## src/pwm_cfg.svh

```systemverilog
// constants for the dual-slope 16-bit pwm block
`ifndef PWM_CFG_SVH
`define PWM_CFG_SVH
`define OFF_CTRL      12'h000
`define OFF_CMP_A     12'h004
`define OFF_CMP_B     12'h008
`define OFF_CAP_TOP   12'h00c
`define OFF_STATUS    12'h010
`define OFF_COUNT     12'h014
`define OFF_PRESCALE  12'h018
`define CTRL_MODE_LSB 0
`define CTRL_CMA_LSB  4
`define CTRL_CMB_LSB  6
`define CTRL_DIRA_BIT 8
`define CTRL_DIRB_BIT 9
`define ST_OVF_BIT    0
`define ST_CMPA_BIT   1
`define ST_CMPB_BIT   2
`define ST_CAP_BIT    3
`define ST_DOWN_BIT   4
`define TOP_8BIT      16'h00ff
`define TOP_9BIT      16'h01ff
`define TOP_10BIT     16'h03ff
`define BOTTOM        16'h0000
`define PS_DIV8       10'h007
`define PS_DIV64      10'h03f
`define PS_DIV256     10'h0ff
`define PS_DIV1024    10'h3ff
`define RESP_OKAY     2'h0
`define RESP_SLVERR   2'h2
`endif

```

## src/pwm_pkg.sv

```systemverilog
// types for the dual-slope 16-bit pwm block
package pwm_pkg;
  typedef enum logic [3:0] {
    WM_STOP   = 4'h0,
    WM_PC8    = 4'h1,
    WM_PC9    = 4'h2,
    WM_PC10   = 4'h3,
    WM_PFC_CT = 4'h8,
    WM_PFC_A  = 4'h9,
    WM_PC_CT  = 4'ha,
    WM_PC_A   = 4'hb
  } waveform_mode_t;

  typedef enum logic [1:0] {
    CM_OFF    = 2'h0,
    CM_TOGGLE = 2'h1,
    CM_NONINV = 2'h2,
    CM_INV    = 2'h3
  } compare_output_mode_t;

  typedef struct packed {
    logic [11:0] addr;
    logic [31:0] data;
    logic [3:0]  strb;
  } wr_req_t;

  typedef struct packed {
    logic level;
    logic enable;
  } pin_out_t;
endpackage

```

## src/compare_channel.sv

```systemverilog
// one compare channel: buffer, active value, match flag, output level
`include "pwm_cfg.svh"
module compare_channel
  import pwm_pkg::*;
(
  input  wire logic                 ref_clk,
  input  wire logic                 resetn,
  input  wire logic                 buf_wr,
  input  wire logic [15:0]          buf_wdata,
  input  wire logic [15:0]          res_mask,
  input  wire logic                 load,
  input  wire logic                 tick,
  input  wire logic [15:0]          count,
  input  wire logic                 down,
  input  wire pwm_pkg::compare_output_mode_t mode,
  input  wire logic                 toggle_ok,
  output logic [15:0]               active,
  output logic                      match,
  output logic                      level
);
  import pwm_pkg::*;
  logic [15:0] buf_q;
  logic [15:0] active_q;
  logic        level_q;
  logic        level_d;

  assign active = active_q;
  assign match  = tick && (count == active_q);

  always_comb begin
    level_d = level_q;
    if (match) begin
      case (mode)
        CM_NONINV: level_d = down;
        CM_INV:    level_d = ~down;
        CM_TOGGLE: level_d = toggle_ok ? ~level_q : level_q;
        default:   level_d = level_q;
      endcase
    end
  end
  assign level = level_q;

  always_ff @(posedge ref_clk) begin
    if (!resetn) begin
      buf_q    <= `BOTTOM;
      active_q <= `BOTTOM;
      level_q  <= 1'b0;
    end else begin
      if (buf_wr)
        buf_q <= buf_wdata & res_mask;
      if (load)
        active_q <= buf_q;
      level_q <= level_d;
    end
  end
endmodule

```

## src/dual_slope_pwm_16bit.sv

```systemverilog
// dual-slope 16-bit pwm timer with an axi4-lite register slave
// Behaviour
// - modes 1,2,3,10,11 run phase correct dual-slope counting
// - count up from zero to top, then down to zero, forever
// - top is 0xff/0x1ff/0x3ff, capture/top register, or compare a
// - counter holds top for one timer clock before counting down
// - non-inverting clears on up-match, sets on down-match; inverting opposite
// - output mode two is non-inverted pwm, three is inverted
// - output reaches the pin only while its direction bit selects output
// - phase correct mode sets overflow flag at bottom
// - phase correct loads compares at top, setting compare-a or capture flag
// - fixed top masks compare writes above the resolution to zero
// - phase correct: compare bottom gives constant low, top constant high
// - mode 11 with output mode 1 toggles output a on match
// - modes 8 and 9 run phase and frequency correct, top capture or a
// - phase and frequency correct loads compares at bottom, sets overflow
// - phase and frequency correct sets compare-a or capture flag at top
// - each channel sets its own compare flag on a match
// - mode 9 with output mode 1 toggles output a on match
// - phase and frequency correct: bottom gives low, top gives high
// - counter advances only on prescaler enables of 1,8,64,256,1024
// - capture/top register is unbuffered, writes act at once
// - toggle setting drives only output a, output b stays port
//
// Added by the designer: register access over AXI4-Lite and the register offsets.
`include "pwm_cfg.svh"
module dual_slope_pwm_16bit
  import pwm_pkg::*;
(
  input  wire logic        ref_clk,
  input  wire logic        resetn,
  input  wire logic [11:0] s_axi_awaddr,
  input  wire logic        s_axi_awvalid,
  output logic             s_axi_awready,
  input  wire logic [31:0] s_axi_wdata,
  input  wire logic [3:0]  s_axi_wstrb,
  input  wire logic        s_axi_wvalid,
  output logic             s_axi_wready,
  output logic [1:0]       s_axi_bresp,
  output logic             s_axi_bvalid,
  input  wire logic        s_axi_bready,
  input  wire logic [11:0] s_axi_araddr,
  input  wire logic        s_axi_arvalid,
  output logic             s_axi_arready,
  output logic [31:0]      s_axi_rdata,
  output logic [1:0]       s_axi_rresp,
  output logic             s_axi_rvalid,
  input  wire logic        s_axi_rready,
  output logic             compare_output_a,
  output logic             compare_output_a_en,
  output logic             compare_output_b,
  output logic             compare_output_b_en
);
  import pwm_pkg::*;

  // ==========================================================
  // register bus
  logic [11:0] awaddr_q;
  logic [31:0] wdata_q;
  logic [3:0]  wstrb_q;
  logic        aw_have_q;
  logic        w_have_q;
  logic        bvalid_q;
  logic [1:0]  bresp_q;
  logic        rvalid_q;
  logic [31:0] rdata_q;
  logic [1:0]  rresp_q;

  wire aw_take  = s_axi_awvalid && !aw_have_q && !bvalid_q;
  wire w_take   = s_axi_wvalid && !w_have_q && !bvalid_q;
  wire wr_fire  = aw_have_q && w_have_q && !bvalid_q;
  wire ar_take  = s_axi_arvalid && !rvalid_q;
  wr_req_t wr;
  assign wr = '{addr: awaddr_q, data: wdata_q, strb: wstrb_q};

  wire wr_full  = wr_fire && (wr.strb[1:0] == 2'h3);
  wire wr_ctrl  = wr_fire && (wr.addr == `OFF_CTRL);
  wire wr_cmpa  = wr_fire && (wr.addr == `OFF_CMP_A) && wr.strb[0] && wr.strb[1];
  wire wr_cmpb  = wr_fire && (wr.addr == `OFF_CMP_B) && wr.strb[0] && wr.strb[1];
  wire wr_cap   = wr_fire && (wr.addr == `OFF_CAP_TOP) && wr.strb[0] && wr.strb[1];
  wire wr_stat  = wr_fire && (wr.addr == `OFF_STATUS) && wr.strb[0];
  wire wr_cnt   = wr_fire && (wr.addr == `OFF_COUNT) && wr.strb[0] && wr.strb[1];
  wire wr_ps    = wr_fire && (wr.addr == `OFF_PRESCALE) && wr.strb[0];
  wire wr_known = wr_ctrl | wr_cmpa | wr_cmpb | wr_cap | wr_stat | wr_cnt | wr_ps;
  wire wr_mapped = (wr.addr == `OFF_CTRL) || (wr.addr == `OFF_CMP_A) || (wr.addr == `OFF_CMP_B) ||
                   (wr.addr == `OFF_CAP_TOP) || (wr.addr == `OFF_STATUS) ||
                   (wr.addr == `OFF_COUNT) || (wr.addr == `OFF_PRESCALE);

  always_ff @(posedge ref_clk) begin
    if (!resetn) begin
      aw_have_q <= 1'b0;
      w_have_q  <= 1'b0;
      awaddr_q  <= 12'h000;
      wdata_q   <= 32'h0000_0000;
      wstrb_q   <= 4'h0;
      bvalid_q  <= 1'b0;
      bresp_q   <= `RESP_OKAY;
    end else begin
      if (aw_take) begin
        aw_have_q <= 1'b1;
        awaddr_q  <= {s_axi_awaddr[11:2], 2'h0};
      end
      if (w_take) begin
        w_have_q <= 1'b1;
        wdata_q  <= s_axi_wdata;
        wstrb_q  <= s_axi_wstrb;
      end
      if (wr_fire) begin
        aw_have_q <= 1'b0;
        w_have_q  <= 1'b0;
        bvalid_q  <= 1'b1;
        bresp_q   <= wr_mapped ? `RESP_OKAY : `RESP_SLVERR;
      end else if (bvalid_q && s_axi_bready) begin
        bvalid_q <= 1'b0;
      end
    end
  end
  assign s_axi_awready = !aw_have_q && !bvalid_q;
  assign s_axi_wready  = !w_have_q && !bvalid_q;
  assign s_axi_bvalid  = bvalid_q;
  assign s_axi_bresp   = bresp_q;

  // ==========================================================
  // control registers
  logic [3:0]  mode_q;
  logic [1:0]  cma_q;
  logic [1:0]  cmb_q;
  logic        dira_q;
  logic        dirb_q;
  logic [15:0] cap_top_q;
  logic [2:0]  ps_sel_q;

  always_ff @(posedge ref_clk) begin
    if (!resetn) begin
      mode_q    <= 4'h0;
      cma_q     <= 2'h0;
      cmb_q     <= 2'h0;
      dira_q    <= 1'b0;
      dirb_q    <= 1'b0;
      cap_top_q <= `BOTTOM;
      ps_sel_q  <= 3'h0;
    end else begin
      if (wr_ctrl && wr.strb[0]) begin
        mode_q <= wr.data[`CTRL_MODE_LSB +: 4];
        cma_q  <= wr.data[`CTRL_CMA_LSB +: 2];
        cmb_q  <= wr.data[`CTRL_CMB_LSB +: 2];
      end
      if (wr_ctrl && wr.strb[1]) begin
        dira_q <= wr.data[`CTRL_DIRA_BIT];
        dirb_q <= wr.data[`CTRL_DIRB_BIT];
      end
      if (wr_cap)
        cap_top_q <= wr.data[15:0];
      if (wr_ps)
        ps_sel_q <= wr.data[2:0];
    end
  end

  // ==========================================================
  // mode decode and top selection
  waveform_mode_t mode;
  assign mode = waveform_mode_t'(mode_q);
  wire is_pc  = (mode == WM_PC8) || (mode == WM_PC9) || (mode == WM_PC10) ||
                (mode == WM_PC_CT) || (mode == WM_PC_A);
  wire is_pfc = (mode == WM_PFC_CT) || (mode == WM_PFC_A);
  wire running = is_pc || is_pfc;
  wire top_a   = (mode == WM_PC_A) || (mode == WM_PFC_A);
  wire top_cap = (mode == WM_PC_CT) || (mode == WM_PFC_CT);

  logic [15:0] active_a;
  logic [15:0] active_b;
  logic [15:0] top;
  logic [15:0] res_mask;
  always_comb begin
    case (mode)
      WM_PC8:  top = `TOP_8BIT;
      WM_PC9:  top = `TOP_9BIT;
      WM_PC10: top = `TOP_10BIT;
      default: top = top_a ? active_a : cap_top_q;
    endcase
  end
  assign res_mask = (top_a || top_cap) ? 16'hffff : top;

  // ==========================================================
  // prescaler
  logic [9:0] pre_q;
  logic [9:0] pre_lim;
  always_comb begin
    case (ps_sel_q)
      3'h2:    pre_lim = `PS_DIV8;
      3'h3:    pre_lim = `PS_DIV64;
      3'h4:    pre_lim = `PS_DIV256;
      3'h5:    pre_lim = `PS_DIV1024;
      default: pre_lim = 10'h000;
    endcase
  end
  wire ps_on = (ps_sel_q != 3'h0) && running;
  wire tick  = ps_on && (pre_q >= pre_lim);
  always_ff @(posedge ref_clk) begin
    if (!resetn)
      pre_q <= 10'h000;
    else if (!ps_on || tick)
      pre_q <= 10'h000;
    else
      pre_q <= pre_q + 10'h001;
  end

  // ==========================================================
  // counter and direction
  logic [15:0] count_q;
  logic        down_q;
  wire at_top    = tick && (count_q == top);
  wire at_bottom = tick && (count_q == `BOTTOM);
  always_ff @(posedge ref_clk) begin
    if (!resetn) begin
      count_q <= `BOTTOM;
      down_q  <= 1'b0;
    end else if (wr_cnt) begin
      count_q <= wr.data[15:0];
    end else if (tick) begin
      if (at_top && !down_q)
        down_q <= 1'b1;
      else if (at_bottom && down_q)
        down_q <= 1'b0;
      // top is shown for one tick only, then the count turns straight down
      if (at_top || (down_q && !at_bottom))
        count_q <= count_q - 16'h0001;
      else
        count_q <= count_q + 16'h0001;
    end
  end

  // ==========================================================
  // compare channels
  wire load_pt = (is_pc && at_top) || (is_pfc && at_bottom);
  wire tog_ok  = top_a;
  // direction after this tick, so a match at top sets and at bottom clears
  wire dir_eff = at_top ? 1'b1 : (at_bottom ? 1'b0 : down_q);
  logic match_a;
  logic match_b;
  logic lvl_a;
  logic lvl_b;
  compare_channel u_cha (
    .ref_clk   (ref_clk),
    .resetn    (resetn),
    .buf_wr    (wr_cmpa),
    .buf_wdata (wr.data[15:0]),
    .res_mask  (res_mask),
    .load      (load_pt),
    .tick      (tick),
    .count     (count_q),
    .down      (dir_eff),
    .mode      (compare_output_mode_t'(cma_q)),
    .toggle_ok (tog_ok),
    .active    (active_a),
    .match     (match_a),
    .level     (lvl_a)
  );
  compare_channel u_chb (
    .ref_clk   (ref_clk),
    .resetn    (resetn),
    .buf_wr    (wr_cmpb),
    .buf_wdata (wr.data[15:0]),
    .res_mask  (res_mask),
    .load      (load_pt),
    .tick      (tick),
    .count     (count_q),
    .down      (dir_eff),
    .mode      (compare_output_mode_t'(cmb_q)),
    .toggle_ok (1'b0),
    .active    (active_b),
    .match     (match_b),
    .level     (lvl_b)
  );

  // ==========================================================
  // event flags, set wins over write-one-to-clear
  logic ovf_q;
  logic cmpa_q;
  logic cmpb_q;
  logic cap_q;
  wire clr_ovf  = wr_stat && wr.data[`ST_OVF_BIT];
  wire clr_cmpa = wr_stat && wr.data[`ST_CMPA_BIT];
  wire clr_cmpb = wr_stat && wr.data[`ST_CMPB_BIT];
  wire clr_cap  = wr_stat && wr.data[`ST_CAP_BIT];
  wire set_ovf  = running && at_bottom;
  wire set_cmpa = match_a || (at_top && top_a);
  wire set_cap  = at_top && top_cap;
  always_ff @(posedge ref_clk) begin
    if (!resetn) begin
      ovf_q  <= 1'b0;
      cmpa_q <= 1'b0;
      cmpb_q <= 1'b0;
      cap_q  <= 1'b0;
    end else begin
      ovf_q  <= set_ovf  | (ovf_q  & ~clr_ovf);
      cmpa_q <= set_cmpa | (cmpa_q & ~clr_cmpa);
      cmpb_q <= match_b  | (cmpb_q & ~clr_cmpb);
      cap_q  <= set_cap  | (cap_q  & ~clr_cap);
    end
  end

  // ==========================================================
  // pins: pwm levels reach a pin only when connected and driven
  wire con_a = (cma_q == CM_NONINV) || (cma_q == CM_INV) || ((cma_q == CM_TOGGLE) && tog_ok);
  wire con_b = (cmb_q == CM_NONINV) || (cmb_q == CM_INV);
  pin_out_t pin_a_q;
  pin_out_t pin_b_q;
  always_ff @(posedge ref_clk) begin
    if (!resetn) begin
      pin_a_q <= '{level: 1'b0, enable: 1'b0};
      pin_b_q <= '{level: 1'b0, enable: 1'b0};
    end else begin
      pin_a_q <= '{level: lvl_a & con_a, enable: dira_q & con_a};
      pin_b_q <= '{level: lvl_b & con_b, enable: dirb_q & con_b};
    end
  end
  assign compare_output_a    = pin_a_q.level;
  assign compare_output_a_en = pin_a_q.enable;
  assign compare_output_b    = pin_b_q.level;
  assign compare_output_b_en = pin_b_q.enable;

  // ==========================================================
  // read path
  logic [31:0] rd_mux;
  logic        rd_ok;
  always_comb begin
    rd_ok = 1'b1;
    case ({s_axi_araddr[11:2], 2'h0})
      `OFF_CTRL:     rd_mux = {22'h0, dirb_q, dira_q, cmb_q, cma_q, mode_q};
      `OFF_CMP_A:    rd_mux = {16'h0, active_a};
      `OFF_CMP_B:    rd_mux = {16'h0, active_b};
      `OFF_CAP_TOP:  rd_mux = {16'h0, cap_top_q};
      `OFF_STATUS:   rd_mux = {27'h0, down_q, cap_q, cmpb_q, cmpa_q, ovf_q};
      `OFF_COUNT:    rd_mux = {16'h0, count_q};
      `OFF_PRESCALE: rd_mux = {29'h0, ps_sel_q};
      default: begin
        rd_mux = 32'h0000_0000;
        rd_ok  = 1'b0;
      end
    endcase
  end
  always_ff @(posedge ref_clk) begin
    if (!resetn) begin
      rvalid_q <= 1'b0;
      rdata_q  <= 32'h0000_0000;
      rresp_q  <= `RESP_OKAY;
    end else if (ar_take) begin
      rvalid_q <= 1'b1;
      rdata_q  <= rd_mux;
      rresp_q  <= rd_ok ? `RESP_OKAY : `RESP_SLVERR;
    end else if (rvalid_q && s_axi_rready) begin
      rvalid_q <= 1'b0;
    end
  end
  assign s_axi_arready = !rvalid_q;
  assign s_axi_rvalid  = rvalid_q;
  assign s_axi_rdata   = rdata_q;
  assign s_axi_rresp   = rresp_q;
endmodule

```

## config.mk

```make
export PLATFORM = sky130hd
export DESIGN_NAME = dual_slope_pwm_16bit
export DESIGN_NICKNAME = d
export VERILOG_FILES = /design/src/pwm_pkg.sv /design/src/compare_channel.sv /design/src/dual_slope_pwm_16bit.sv
export VERILOG_INCLUDE_DIRS = /design/src
export SDC_FILE = /design/constraint.sdc
export NUM_CORES = 1
export LEC_CHECK = 0
export ABC_AREA = 0
export BUFFER_PORTS_ARGS = -buffer_cell sky130_fd_sc_hd__buf_4
export CORE_ASPECT_RATIO = 0.5
export CORE_MARGIN = 1.5
export CORE_UTILIZATION = 40
export CTS_BUF_LIST = sky130_fd_sc_hd__clkbuf_2 sky130_fd_sc_hd__clkbuf_4 sky130_fd_sc_hd__clkbuf_8
export DETAILED_ROUTE_END_ITERATION = 8
export PLACE_DENSITY_LB_ADDON = 0.2
export REMOVE_ABC_BUFFERS = 1
export SLEW_MARGIN = 10
export SYNTH_ARGS = -nofsm -noshare
export SYNTH_HDL_FRONTEND = slang
export SYNTH_HIERARCHICAL = 1
export SYNTH_SLANG_ARGS = --single-unit
```

## constraint.sdc

```tcl
create_clock -name ref_clk -period 5.7 [get_ports ref_clk]
set_input_delay 0 -clock ref_clk [delete_from_list [all_inputs] [get_ports ref_clk]]
set_output_delay 0 -clock ref_clk [all_outputs]
set_load 0.05 [all_outputs]
```

After elaboration in Yosys (flattened, before gate mapping)
Index checks and enable logic that the tools add are counted.

word-level totals
  input bits = 67
  register bits after elaboration = 198
  word-level logic and storage cells = 207
  output and inout bits = 45

operators by class
  order comparisons = 1
  bitwise operators = 21
  reductions and logical operators = 94
  equal/unequal tests = 32
  add/sub/neg operators = 3
  muxes and demuxes = 22

operator list
  cell                                                   number
  one-hot mux 16 bit (7 select lines)                    1
  two-way mux 16 bit                                     5
  equality test 10 x 3 -> 1 bit (second input constant)  6
  logical AND 1 bit                                      49
  equality test 16 bit                                   3
  one-hot mux 16 bit (3 select lines)                    1
  equality test 10 x 2 -> 1 bit (second input constant)  4
  one-hot mux 10 bit (4 select lines)                    1
  logical OR 1 bit                                       22
  equality test 10 x 1 -> 1 bit (second input constant)  2
  adder 16 x 1 -> 16 bit (second input constant)         1
  AND 16 bit                                             1
  equality test 4 bit (second input constant)            4
  logical NOT 16 bit                                     1
  subtractor 16 x 1 -> 16 bit (second input constant)    1
  logical NOT 12 bit                                     1
  adder 10 x 1 -> 10 bit (second input constant)         1
  >= comparator 10 bit                                   1
  logical NOT 10 bit                                     1
  two-way mux 1 bit                                      10
  nonzero test 2 bit                                     5
  AND 1 bit                                              8
  equality test 2 bit (second input constant)            4
  equality test 4 x 2 -> 1 bit (second input constant)   2
  16 further kinds                                       38

Logic depth before layout (Yosys ltp)
  depth after elaboration = 15
  gate-level depth with buffers = 22
  depth with buffers taken out = 22

Modules after synthesis
Netlist, hierarchy kept.

modules (own cells, without submodules)
  module                sequential area each (um^2)  area an instance (um^2)  cells an instance  instances
  dual_slope_pwm_16bit  2282.2                       6642.6                   817                1
  compare_channel       660.6                        1511.4                   156                2

Worst setup path after synthesis
Ideal clock, no wire load.

  kind = reg-to-reg
  from = reg ps_sel_q[2]
  to = reg count_q[15]
  library setup time = 74 ps
  arrival = 4341 ps
  period minus slack after synthesis = 4415 ps
  cell stages (with the launch flop) = 22
  required time = 5626 ps
  path slack = 1285 ps
  buffers on the path = 0
  cells stage by stage = dfxtp_1 > nor2b_1 > nor2_1 > ha_1 > o21ai_0 > nand2_1 > o2111ai_1 > o21ai_0 > nand3_1 > inv_1 > nand4_1 > nand2_1 > ha_1 > a2111oi_2 > o21ai_2 > a311oi_4 > o21ai_2 > a21o_1 > a21oi_1 > xnor2_1 > or3_1 > a31oi_1

on the way
  word-level cells in the longest chain between the ends = 11
  elaborated cells on any way between the ends = 18
  classes of those cells = order compare (1); eq/ne (4); mux (4); reduce/logical (9)

ends and longest elaborated chain
  element                                                              line                         source
  start: declaration                                                   dual_slope_pwm_16bit.sv:131  logic [2:0] ps_sel_q;
  start signal: assignment                                             dual_slope_pwm_16bit.sv:155  ps_sel_q <= wr.data[2:0];
  equality test 3 bit or equality test 3 x 2 -> 1 bit (tied branches)  dual_slope_pwm_16bit.sv:189  case (ps_sel_q)
  one-hot mux 10 bit (4 select lines)                                  dual_slope_pwm_16bit.sv:189
  >= comparator 10 bit                                                 dual_slope_pwm_16bit.sv:198  wire tick = ps_on && (pre_q >= pre_lim);
  logical AND 1 bit *                                                  dual_slope_pwm_16bit.sv:198
  net tick                                                             dual_slope_pwm_16bit.sv:198
  logical AND 1 bit                                                    dual_slope_pwm_16bit.sv:213  wire at_bottom = tick && (count_q == `BOTTOM);
  logical NOT 1 bit                                                    dual_slope_pwm_16bit.sv:226  if (at_top || (down_q && !at_bottom))
  logical AND 1 bit                                                    dual_slope_pwm_16bit.sv:226
  logical OR 1 bit                                                     dual_slope_pwm_16bit.sv:226
  two-way mux 16 bit                                                   dual_slope_pwm_16bit.sv:226
  two-way mux 16 bit                                                   dual_slope_pwm_16bit.sv:220  end else if (tick) begin
  two-way mux 16 bit                                                   dual_slope_pwm_16bit.sv:218  end else if (wr_cnt) begin
  end signal: assignment                                               dual_slope_pwm_16bit.sv:219  count_q <= wr.data[15:0];
  end signal: assignment                                               dual_slope_pwm_16bit.sv:227  count_q <= count_q - 16'h0001;
  end signal: assignment                                               dual_slope_pwm_16bit.sv:229  count_q <= count_q + 16'h0001;
  end: declaration                                                     dual_slope_pwm_16bit.sv:210  logic [15:0] count_q;

Mark *: on every way through the listed nets, which the timed path passes. The rest lies on a longest branch. The select of a mux whose other input is x is not followed.
A chain may end at the register's enable or synchronous reset.

Worst setup path in the final report
Ends and elaborated chain as after synthesis.

==> results.toml <==
[clock_network]
cts_tree = "built"
post_cts_buffers = 0
clkLatencyLatePin_ps = 500
clock_sinks = 180
clockRootBuffer = "clkbuf_8"
cts_buffer_depth = 2
cts_buffers = 17
clkTransAtPathRegs_ps = 100
htreeDepth = 4

[global_routing]
grt_pass1_vias = 7967
antenna_found_initial = 0
grt_max_degree = 96
globalRouteMet3Util = 0.05193
grt_overflow = 0
gr-usage-all-layers = 0.2373
top_usage_layer = "met2"
grt_first_pass_wirelength_um = 45620
grt.met2_usage = 0.3473
grtUsageMet1 = 0.3441

[sta]
max_freq_mhz = 201.5
rsz0062_at_grt = "false"
tightestPinTransition_ps = 1178
slew_headroom = 0.2105
fin_tns_setup_ps = 0
period_share = 0.8708
drv_slew = 0
setup-violations-final = 0
final-hold-violation-count = 0
period_needed_ps = 4963
clock_skew_ps = 12.53

[critical_path]
endpoint_kind = "flop"
worstReg2RegStart = "ps_sel_q[2]$_SDFFE_PN0P_"
cp.required_ps = 6130
crit_type = "flop to flop"
cp_max_fo = 8
cp-start-kind = "flop"
worst-r2r-setup-slack_ps = 740
crit_start = "ps_sel_q[2]$_SDFFE_PN0P_"
cp.arrival_ps = 5390

[flow_run]
maxCapViolations = 0

[layout]
nNetsFinal = 1313
utilization = 0.4829
num-fill-cells = 2243
multi_input_area_um2 = 5715
diodes = 0
regArea_um2 = 3603
final_cell_mix = "dfxtp_1, nand2_1, buf_4, mux2i_1, nor2_1"
final_common_cell = "dfxtp_1"
drive_gt1_frac = 0.1200
syn2layout_area_growth_pct = 16.28

[synthesis]
synthCells = 1129
syn-cell-area_um2 = 9666
synth_seq_cells = 180
ys.flop_type = "dfxtp_1"
yosysSeqAreaShare = 0.3728
async_reset_ff_frac = 0
synth_area_per_cell_um2 = 8.561
yosys_warnings = 6
netlist-cell-type-count = 69
synth_edf_count = 0

[hold_path]
hold_path_class = "input pin to flop"
min-delay-start = "s_axi_awvalid"

[place]
gp_congestion = 0.9807
dp_hpwl_um = 20590
numPortBuffers = 71

[power]
power.leakage_nw = 4.521
peakVddDrop_mv = 0.1183
power.density_cell_area_nw_per_um2 = 213.4

[outcome]
status = "complete, no violations"

[die]
initial_core_util = 0.4153
rows = 39
die-height_um = 112.9
dieArea_um2 = 25160
fp.dieW_um = 222.8
top_level_ports = 112
coreArea_um2 = 23280

[drt]
first_iter_violations = 695
dr.pass1.iters = 5
post_drt_wl_per_cell_um = 19.00
vias_per_cell = 5.486
ant_nets = 0
drc = 0
routed_wl_um = 29260
num_vias = 8449
worst max-delay path, cell delays in order, from the launching register on:
cell and delay (ps):
dfxtp_1 440, xor2_1 210, inv_1 90, ha_1 310, nand2_1 50, o21ai_0 160
a21oi_1 90, o21ai_0 330, nand3_1 210, inv_1 240, nand4_1 160, nand2_1 280
ha_1 310, a211oi_1 400, o21ai_2 160, a311oi_4 360, o21ai_2 120, a21o_1 190
a21oi_1 170, xnor2_1 120, or3_1 320, a31oi_1 160
synth_stat cells (all sizes together) (7+ instances only):
cell / instances / share of area
dfxtp: 180 / 0.37
nand2: 124 / 0.048
mux2i: 77 / 0.080
nor2: 76 / 0.030
nor2b: 67 / 0.043
a21boi: 65 / 0.050
a21oi: 60 / 0.031
xor2: 50 / 0.045
clkbuf: 45 / 0.017
nand3: 45 / 0.023
nand2b: 38 / 0.025
buf: 29 / 0.020
ha: 25 / 0.032
o21ai: 24 / 0.013
inv: 23 / 0.0092
xnor2: 21 / 0.019
nor3: 18 / 0.0093
a22oi: 17 / 0.013
nor4: 15 / 0.010
or2: 11 / 0.0071
a221oi: 10 / 0.0097
and3: 9 / 0.0058
or3: 9 / 0.0058
a211oi: 8 / 0.0062
and2: 8 / 0.0052
o221ai: 7 / 0.0063
power by group:
part	total, W	switching (W)	leakage [nW]	internal [W]
sequential	0.00130	0.0000247	1.45	0.00127
clock	0.000913	0.000490	0.201	0.000423
combinational	0.000186	0.000112	2.87	0.0000738
total	0.00240	0.000627	4.52	0.00177
cell families (layout without fill, tap and decap cells):
family                   count (synthesis)  count (layout)  share of synthesized area
AND/OR/NAND/NOR                        439             439                     0.2286
AO/OA/AOI/OAI                          238             238                     0.1728
flip-flops                             180             180                     0.3728
buffers and inverters                   97             182                    0.04686
multiplexers                            77              77                    0.07974
XOR/XNOR                                71              71                    0.06434
adder cells (fa/ha/maj)                 26              26                    0.03443
other                                    1              20                  0.0003880
metrics by stage:
step / instance area [µm²] / worst slack [ps] / hold WS [ps] / instances / power (W)
floorplan: 9373 / 19.64 / 117.7 / 1074 / 0.001415
global placement: 10480 / 863.2 / 233.8 / 1472 / 0.001490
detailed placement: 10480 / 830.3 / 239.4 / 1472 / 0.001493
CTS: 11240 / 785.2 / 0.7124 / 1540 / 0.002418
global route: 11240 / 310.2 / 64.75 / 1540 / 0.002488
finish: 11240 / 736.7 / 44.31 / 1540 / 0.002398
sequential cells by signal (all words and copies together) (netlist names), 2 cells and up:
| signal | flops |
|---|---|
| awaddr_q | 10 |
| cap_top_q | 16 |
| cma_q | 2 |
| cmb_q | 2 |
| count_q | 16 |
| mode | 4 |
| pre_q | 10 |
| ps_sel_q | 3 |
| s_axi_rdata | 16 |
| u_cha/active | 16 |
| u_cha/buf_q | 16 |
| u_chb/active | 16 |
| u_chb/buf_q | 16 |
| wdata_q | 16 |
| wstrb_q | 2 |
metal layers:
layer / part of all wire / vias up
li1: - / 4073
met1: 0.50 / 4081
met2: 0.41 / 255
met3: 0.071 / 40
met4: 0.018 / 0
met5: 0 / -
cell type report:
cell class / instances / share of cell area
inverter: 23 / 0.007904
tap: 307 / 0.03418
clock buffer: 20 / 0.02449
clock inverter: 12 / 0.01147
timing repair buffer: 127 / 0.09284
multi-input combinational: 871 / 0.5085
sequential: 180 / 0.3206
repair_timing:
action,4_1_cts,5_1_grt
resized for setup,0,0
endpoints found under the hold margin,67,0
hold buffers,36,0
worst paths after layout:
| kind | cells past startpoint | end |
|---|---|---|
| max | 21 | count_q[15]$_SDFFE_PN0P_ |
| min | 4 | awaddr_q[5]$_SDFFE_PN0P_ |
| max reg2reg | 21 | count_q[15]$_SDFFE_PN0P_ |
| min reg2reg | 2 | awaddr_q[7]$_SDFFE_PN0P_ |
Power figures use the tool's default switching activity.
